## config.mk

```make
export PLATFORM = sky130hd
export DESIGN_NAME = pin_ctrl_top
export DESIGN_NICKNAME = d
export VERILOG_FILES = /design/src/pin_ctrl_pkg.sv /design/src/pin_ctrl_top.sv /design/src/pin_ctrl_reg.sv /design/src/pin_pad_ctrl.sv
export SDC_FILE = /design/constraint.sdc
export NUM_CORES = 1
export LEC_CHECK = 0
export BUFFER_PORTS_ARGS = -buffer_cell sky130_fd_sc_hd__buf_2
export CAP_MARGIN = 5
export CORE_UTILIZATION = 27
export CTS_CLUSTER_DIAMETER = 150
export DETAILED_ROUTE_END_ITERATION = 16
export PLACE_DENSITY_LB_ADDON = 0.08
export SYNTH_ARGS = -nofsm -noshare
export SYNTH_HDL_FRONTEND = slang
export SYNTH_HIERARCHICAL = 1
export SYNTH_SLANG_ARGS = --single-unit
```

## constraint.sdc

```tcl
create_clock -name clock_i -period 1.5 [get_ports clock_i]
set_input_delay 0.15 -clock clock_i [delete_from_list [all_inputs] [get_ports clock_i]]
set_output_delay 0.15 -clock clock_i [all_outputs]
set_load 0.02 [all_outputs]
```

## src/pin_ctrl_pkg.sv

```systemverilog
//==============================================================
// Summary of operation
// - One pull-enable bit per pin; 1 requests the pull device.
// - Pull forced off when pin driven by port or peripheral output.
// - Pull forced off when an analog function owns the pin.
// - Pull-direction bit on pins 5,4,2..0; 0 pull-up, 1 pull-down.
// - Direction bit only selects; no pull without pull-enable set.
// - Slew-limit bit on pins 5..3,1..0 rate-limits output edges.
// - Slew-limit bit ignored while the pin is an input.
// - After reset every pin is an input, direction bit 0.
// - After reset all pull-enable bits are clear.
package pin_ctrl_pkg;

  //==============================================================
  // Port geometry
  localparam int unsigned PIN_COUNT = 8;

  //==============================================================
  // Register offsets (byte addresses, word aligned)
  localparam logic [3:0] PULL_ENABLE_OFF = 4'h0;
  localparam logic [3:0] PULL_DIRECTION_OFF = 4'h4;
  localparam logic [3:0] SLEW_LIMIT_OFF = 4'h8;
  localparam logic [3:0] PIN_DIRECTION_OFF = 4'hc;

  //==============================================================
  // Implemented bit masks
  localparam logic [7:0] PULL_ENABLE_MASK = 8'hff;
  localparam logic [7:0] PULL_DIRECTION_MASK = 8'h37;
  localparam logic [7:0] SLEW_LIMIT_MASK = 8'h3b;
  localparam logic [7:0] PIN_DIRECTION_MASK = 8'hff;

  //==============================================================
  // Reset values
  localparam logic [7:0] PULL_ENABLE_RST = 8'h00;
  localparam logic [7:0] PULL_DIRECTION_RST = 8'h00;
  localparam logic [7:0] SLEW_LIMIT_RST = 8'h00;
  localparam logic [7:0] PIN_DIRECTION_RST = 8'h00;

  //==============================================================
  // Bus answer state
  typedef enum logic [1:0] {
    BUS_IDLE = 2'b01,
    BUS_ACK = 2'b10
  } bus_state_t;

endpackage : pin_ctrl_pkg

```

## src/pin_ctrl_top.sv

```systemverilog
`timescale 1ns/10ps
module pin_ctrl_top (
  input wire logic clock_i, // Bus clock, 20 MHz
  input wire logic resetn_i, // Synchronous reset, active low
  input wire logic wb_cyc_i, // Wishbone cycle
  input wire logic wb_stb_i, // Wishbone strobe
  input wire logic wb_we_i, // Wishbone write enable
  input wire logic [3:0] wb_adr_i, // Wishbone byte address
  input wire logic [3:0] wb_sel_i, // Wishbone byte selects
  input wire logic [31:0] wb_dat_i, // Wishbone write data
  output logic [31:0] wb_dat_o, // Wishbone read data
  output logic wb_ack_o, // Wishbone acknowledge
  input wire logic [7:0] periph_oe_i, // Shared peripheral drives pin
  input wire logic [7:0] analog_en_i, // Analog function owns pin
  output logic [7:0] pin_direction_bits_o, // Port direction, 1 output
  output logic [7:0] pullup_on_o, // Pull-up device enables
  output logic [7:0] pulldown_on_o, // Pull-down device enables
  output logic [7:0] slew_on_o // Slew limiting enables
);

  //==============================================================
  // Bus slave
  pin_ctrl_pkg::bus_state_t state_r;
  pin_ctrl_pkg::bus_state_t state_nxt;
  logic [31:0] rdata_r;
  logic [31:0] rdata_nxt;
  logic take;
  logic wr_lane0;
  logic wr_pe;
  logic wr_pd;
  logic wr_sl;
  logic wr_dir;
  logic [7:0] pull_enable_bits;
  logic [7:0] pull_direction_bits;
  logic [7:0] slew_limit_bits;
  logic [7:0] pin_direction_bits;
  logic [7:0] out_en;

  // One wait cycle: request taken in idle, ack the next cycle
  assign take = wb_cyc_i & wb_stb_i & (state_r == pin_ctrl_pkg::BUS_IDLE);
  assign wr_lane0 = take & wb_we_i & wb_sel_i[0];
  assign wr_pe = wr_lane0 & (wb_adr_i == pin_ctrl_pkg::PULL_ENABLE_OFF);
  assign wr_pd = wr_lane0 & (wb_adr_i == pin_ctrl_pkg::PULL_DIRECTION_OFF);
  assign wr_sl = wr_lane0 & (wb_adr_i == pin_ctrl_pkg::SLEW_LIMIT_OFF);
  assign wr_dir = wr_lane0 & (wb_adr_i == pin_ctrl_pkg::PIN_DIRECTION_OFF);

  // Read mux; unmapped addresses read zero and still ack
  always_comb
  begin
    state_nxt = pin_ctrl_pkg::BUS_IDLE;
    rdata_nxt = rdata_r;
    if (take)
    begin
      state_nxt = pin_ctrl_pkg::BUS_ACK;
      case (wb_adr_i)
        pin_ctrl_pkg::PULL_ENABLE_OFF: rdata_nxt = {24'h000000, pull_enable_bits};
        pin_ctrl_pkg::PULL_DIRECTION_OFF: rdata_nxt = {24'h000000, pull_direction_bits};
        pin_ctrl_pkg::SLEW_LIMIT_OFF: rdata_nxt = {24'h000000, slew_limit_bits};
        pin_ctrl_pkg::PIN_DIRECTION_OFF: rdata_nxt = {24'h000000, pin_direction_bits};
        default: rdata_nxt = 32'h00000000;
      endcase
    end
  end

  always_ff @(posedge clock_i)
  begin
    if (!resetn_i)
    begin
      state_r <= pin_ctrl_pkg::BUS_IDLE;
      rdata_r <= 32'h00000000;
    end
    else
    begin
      state_r <= state_nxt;
      rdata_r <= rdata_nxt;
    end
  end

  assign wb_ack_o = (state_r == pin_ctrl_pkg::BUS_ACK);
  assign wb_dat_o = rdata_r;

  //==============================================================
  // Control registers
  // pull enable reset
  pin_ctrl_reg #(
    .MASK(pin_ctrl_pkg::PULL_ENABLE_MASK),
    .RST(pin_ctrl_pkg::PULL_ENABLE_RST)
  ) u_pull_enable (
    .clock_i(clock_i),
    .resetn_i(resetn_i),
    .wr_i(wr_pe),
    .wdata_i(wb_dat_i[7:0]),
    .q_o(pull_enable_bits)
  );

  pin_ctrl_reg #(
    .MASK(pin_ctrl_pkg::PULL_DIRECTION_MASK),
    .RST(pin_ctrl_pkg::PULL_DIRECTION_RST)
  ) u_pull_direction (
    .clock_i(clock_i),
    .resetn_i(resetn_i),
    .wr_i(wr_pd),
    .wdata_i(wb_dat_i[7:0]),
    .q_o(pull_direction_bits)
  );

  pin_ctrl_reg #(
    .MASK(pin_ctrl_pkg::SLEW_LIMIT_MASK),
    .RST(pin_ctrl_pkg::SLEW_LIMIT_RST)
  ) u_slew_limit (
    .clock_i(clock_i),
    .resetn_i(resetn_i),
    .wr_i(wr_sl),
    .wdata_i(wb_dat_i[7:0]),
    .q_o(slew_limit_bits)
  );

  pin_ctrl_reg #(
    .MASK(pin_ctrl_pkg::PIN_DIRECTION_MASK),
    .RST(pin_ctrl_pkg::PIN_DIRECTION_RST)
  ) u_pin_direction (
    .clock_i(clock_i),
    .resetn_i(resetn_i),
    .wr_i(wr_dir),
    .wdata_i(wb_dat_i[7:0]),
    .q_o(pin_direction_bits)
  );

  assign pin_direction_bits_o = pin_direction_bits;

  //==============================================================
  // Pad control per pin
  // either source drives pin
  assign out_en = pin_direction_bits | periph_oe_i;

  genvar g;
  generate
    for (g = 0; g < pin_ctrl_pkg::PIN_COUNT; g++)
    begin : g_pin
      pin_pad_ctrl u_pad (
        .pull_en_i(pull_enable_bits[g]),
        .pull_dn_i(pull_direction_bits[g]),
        .slew_i(slew_limit_bits[g]),
        .out_en_i(out_en[g]),
        .analog_i(analog_en_i[g]),
        .pullup_on_o(pullup_on_o[g]),
        .pulldown_on_o(pulldown_on_o[g]),
        .slew_on_o(slew_on_o[g])
      );
    end
  endgenerate

endmodule : pin_ctrl_top

```

## src/pin_ctrl_reg.sv

```systemverilog
`timescale 1ns/10ps
// One masked 8-bit control register with byte-lane write
module pin_ctrl_reg #(
  parameter logic [7:0] MASK = 8'hff,
  parameter logic [7:0] RST = 8'h00
) (
  input wire logic clock_i, // Bus clock
  input wire logic resetn_i, // Synchronous reset, active low
  input wire logic wr_i, // Write strobe for this register
  input wire logic [7:0] wdata_i, // Write data, lane 0
  output logic [7:0] q_o // Stored value
);

  logic [7:0] val_r;
  logic [7:0] val_nxt;

  // Unimplemented positions never store a one, so they read back 0
  always_comb
  begin
    val_nxt = val_r;
    if (wr_i)
    begin
      val_nxt = wdata_i & MASK;
    end
  end

  always_ff @(posedge clock_i)
  begin
    if (!resetn_i)
    begin
      val_r <= RST;
    end
    else
    begin
      val_r <= val_nxt;
    end
  end

  assign q_o = val_r;

endmodule : pin_ctrl_reg

```

## src/pin_pad_ctrl.sv

```systemverilog
`timescale 1ns/10ps
// Per-pin pad control: pull gating and slew enable
module pin_pad_ctrl (
  input wire logic pull_en_i, // Pull-enable bit
  input wire logic pull_dn_i, // Pull-direction bit
  input wire logic slew_i, // Slew-limit bit
  input wire logic out_en_i, // Pin driven as output (port or peripheral)
  input wire logic analog_i, // Analog function owns the pin
  output logic pullup_on_o, // Pull-up device on
  output logic pulldown_on_o, // Pull-down device on
  output logic slew_on_o // Slew limiting active
);

  logic pull_on;

  assign pull_on = pull_en_i & ~out_en_i & ~analog_i;
  assign pullup_on_o = pull_on & ~pull_dn_i;
  assign pulldown_on_o = pull_on & pull_dn_i;
  assign slew_on_o = slew_i & out_en_i;

endmodule : pin_pad_ctrl

```

==> impl_metrics.yaml <==
drt:
  vias_per_cell: 4.28
  drt-initial-drc-count: 52
  vias: 1605
  firstDrtPassIters: 2
  drc_errors: 0
  wl_um: 5060
  wl_per_cell_um: 13.5
  final_antenna_net_count: 0
critical_path:
  startpoint: "u_pin_direction/q_o[5]$_SDFFE_PN0P_"
  cpPeakStageDelay_ns: 0.34
  r2r-start: "state_r[1]$_SDFF_PN0_"
  crit_slowest_cell: "dfxtp_1"
  cp.required_ns: 1.35
  crit_type: "reg -> out"
  end_kind: "output port"
  crit_chain: "or2_2, nor4b_2, buf_2"
  critPathArrivalTime_ns: 1.40
  startpoint_type: "register"
  rr_endpoint: "u_pin_direction/q_o[4]$_SDFFE_PN0P_"
  critPathMaxFanout: 4
  reg2reg_setup_slack_ns: -0.04
  r2r_cells: 7
cells_and_area:
  fin_area_um2: 2780
  nNetsFinal: 336
  final_core_util: 0.375
  antennaDiodeCount: 0
  areaGrowthSynthToFinish_pct: 31.8
  drive_gt1_frac: 0.540
  layout_common_cells: "buf_2, conb_1, dfxtp_1"
  mostFrequentLayoutCell: "buf_2"
  instances_no_fill: 375
synthesis:
  async_reset_ff_frac: 0
  synth_top_cell_area_share: 0.342
  synth-compound-area-share: 0.0333
  seq_area_frac_synth: 0.342
  synthCells: 191
  synthTopCellsByArea: "dfxtp_1, mux2i_1, buf_4"
  muxShareOfSynthArea: 0.211
  synthSimpleGateAreaFrac: 0.264
  ys_ff_latch: 36
  yosysUniqueCellTypes: 22
  yosys_warnings: 6
  syn_avg_cell_area_um2: 11.0
  syn_area_um2: 2110
  synth_largest_area_cell: "dfxtp_1"
  synthXorXnorAreaFrac: 0
  synth_ff_type: "dfxtp_1"
  synth_edf_count: 0
  synth_top_family_by_area: "simple AND/OR/NAND/NOR gates"
  synthAdderAreaFrac: 0
timing:
  holdWs_ns: 0.136
  fin_crit_ns: 1.55
  setup_viol: 20
  max_freq_ghz: 0.646
  rsz0062_at_grt: "yes"
  fin_ws_ns: -0.0471
  skew_ns: 0.00623
  drv_slew: 0
  min_period_over_period: 1.03
  hold_viol: 0
clocking:
  clk_pin_slew_ns: 0.08
  clk-insertion-delay-late_ns: 0.29
  cts_root_buf: "clkbuf_8"
  htree_levels: 2
  tritoncts: "built"
  numClockSinks: 36
  numCtsBuffers: 5
  clk_path_buf_depth: 2
floorplanning:
  fp.dieW_um: 90.3
  start_util: 0.284
  ios: 126
  die-area_um2: 8160
  rows: 31
  die_h_um: 90.3
  design.core.area_um2: 7410
global_routing:
  grt_pass1_wl_um: 8090
  overflow: 0
  grt_pass1_vias: 1550
  grt_max_degree: 28
  grt_antenna_before_repair: 0
  grt.total_usage: 0.128
power:
  comb_power_share: 0.123
  p_seq_frac: 0.463
  ir_worst_vdd_mv: 0.274
  power.density_nw_per_um2: 748
  p_sw_frac: 0.252
  p_clk_frac: 0.414
  leakagePower_nw: 1.19
  p_int_mw: 1.55
  p_total_mw: 2.08
  p_switching_mw: 0.524
min_path:
  hold_class: "in -> reg"
  holdPathStages: 3
  holdPathEnd: "u_pull_enable/q_o[6]$_SDFFE_PN0P_"
  worstHoldStart: "wb_dat_i[6]"
run_status:
  violations: "setup timing"
  status: "finished, violations left"
placement:
  dpl.hpwl_um: 3660
  io_buffers: 68
  dp_cells: 360
  gp_congestion: 0.675
  dpl_cell_area_um2: 2500
job:
  drv_cap: 0
==> worst max-delay path, delay by kind of cell (launching register included) <==
kind                   cells  cell delay (ns)
and+or+nand+nor            2             0.57
DFF                        1             0.34
buffers and inverters      1             0.19
==> cells by family (layout without fill, tap and decap cells) <==
kind of cell | count (synthesis) | after routing
buffers and inverters | 41 | 99
flip-flops | 36 | 36
AO/OA/AOI/OAI | 8 | 8
multiplexers | 34 | 34
AND/OR/NAND/NOR | 69 | 69
other | 3 | 30
==> sequential cells by signal, indices dropped and copies added, names as in the netlist <==
name	cells
u_pin_direction/q_o	8
u_pull_enable/q_o	8
wb_dat_o	8
u_pull_direction/q_o	5
u_slew_limit/q_o	5
state_r	2
==> through the flow <==
step	setup TNS (ns)	setup WS [ns]
detailed placement	-3.57	-0.160
finish	-0.365	-0.0471
CTS	-0.657	-0.0786
global route	-3.42	-0.160
global placement	-3.96	-0.196
floorplan	0	0.0839
==> area by class of cell <==
cell class	instances	area (um^2)
clock buffer	5	68.8
clock inverter	3	42.5
fill	757	4630
inverter	3	11.3
multi-input combinational	141	1260
sequential	36	731
tap	99	124
timing repair buffer	88	542
==> power groups by stage <==
stage	registers [mW]	clock network (mW)	logic, mW
floorplan	0.985	0	0.201
global placement	0.984	0	0.234
detailed placement	0.984	0	0.234
CTS	0.961	0.893	0.248
global route	0.962	0.936	0.278
finish	0.962	0.862	0.256
==> synthesized netlist by cell type (all sizes together) (2+ instances only) <==
master / number
mux2i: 26
clkbuf: 2
dfxtp: 36
nor2b: 28
nor4b: 8
and2: 8
and4bb: 8
or2: 8
a22o: 8
mux4: 8
buf: 36
conb: 3
nor3: 4
inv: 3
==> timing repair <==
action                     in CTS  in global routing
setup buffers                   6                  1
resized for setup              25                 11
pin swaps                      11                  3
setup endpoints to repair      47                 41
hold buffers                    0                  0
==> layer usage <==
layer | global-route usage | vias to the layer above | part of all wire | routed length (um)
li1 | - | 783 | - | -
met4 | 0.0363 | 0 | 0.0077 | 39
met3 | 0.0354 | 4 | 0.053 | 266
met2 | 0.211 | 62 | 0.47 | 2360
met1 | 0.162 | 756 | 0.47 | 2400
met5 | 0 | - | 0 | 0
==> worst max path at each step <==
stage                                     endpoint  slack, ns
2_1_floorplan    u_pull_enable/q_o[0]$_SDFFE_PN0P_       0.08
3_3_place_gp      u_slew_limit/q_o[0]$_SDFFE_PN0P_      -0.20
3_5_place_dp      u_slew_limit/q_o[4]$_SDFFE_PN0P_      -0.16
4_1_cts        u_pin_direction/q_o[5]$_SDFFE_PN0P_      -0.08
5_1_grt        u_pin_direction/q_o[5]$_SDFFE_PN0P_      -0.16
6_report                            pullup_on_o[5]      -0.05
No activity file was read; power rests on OpenSTA's default activity.
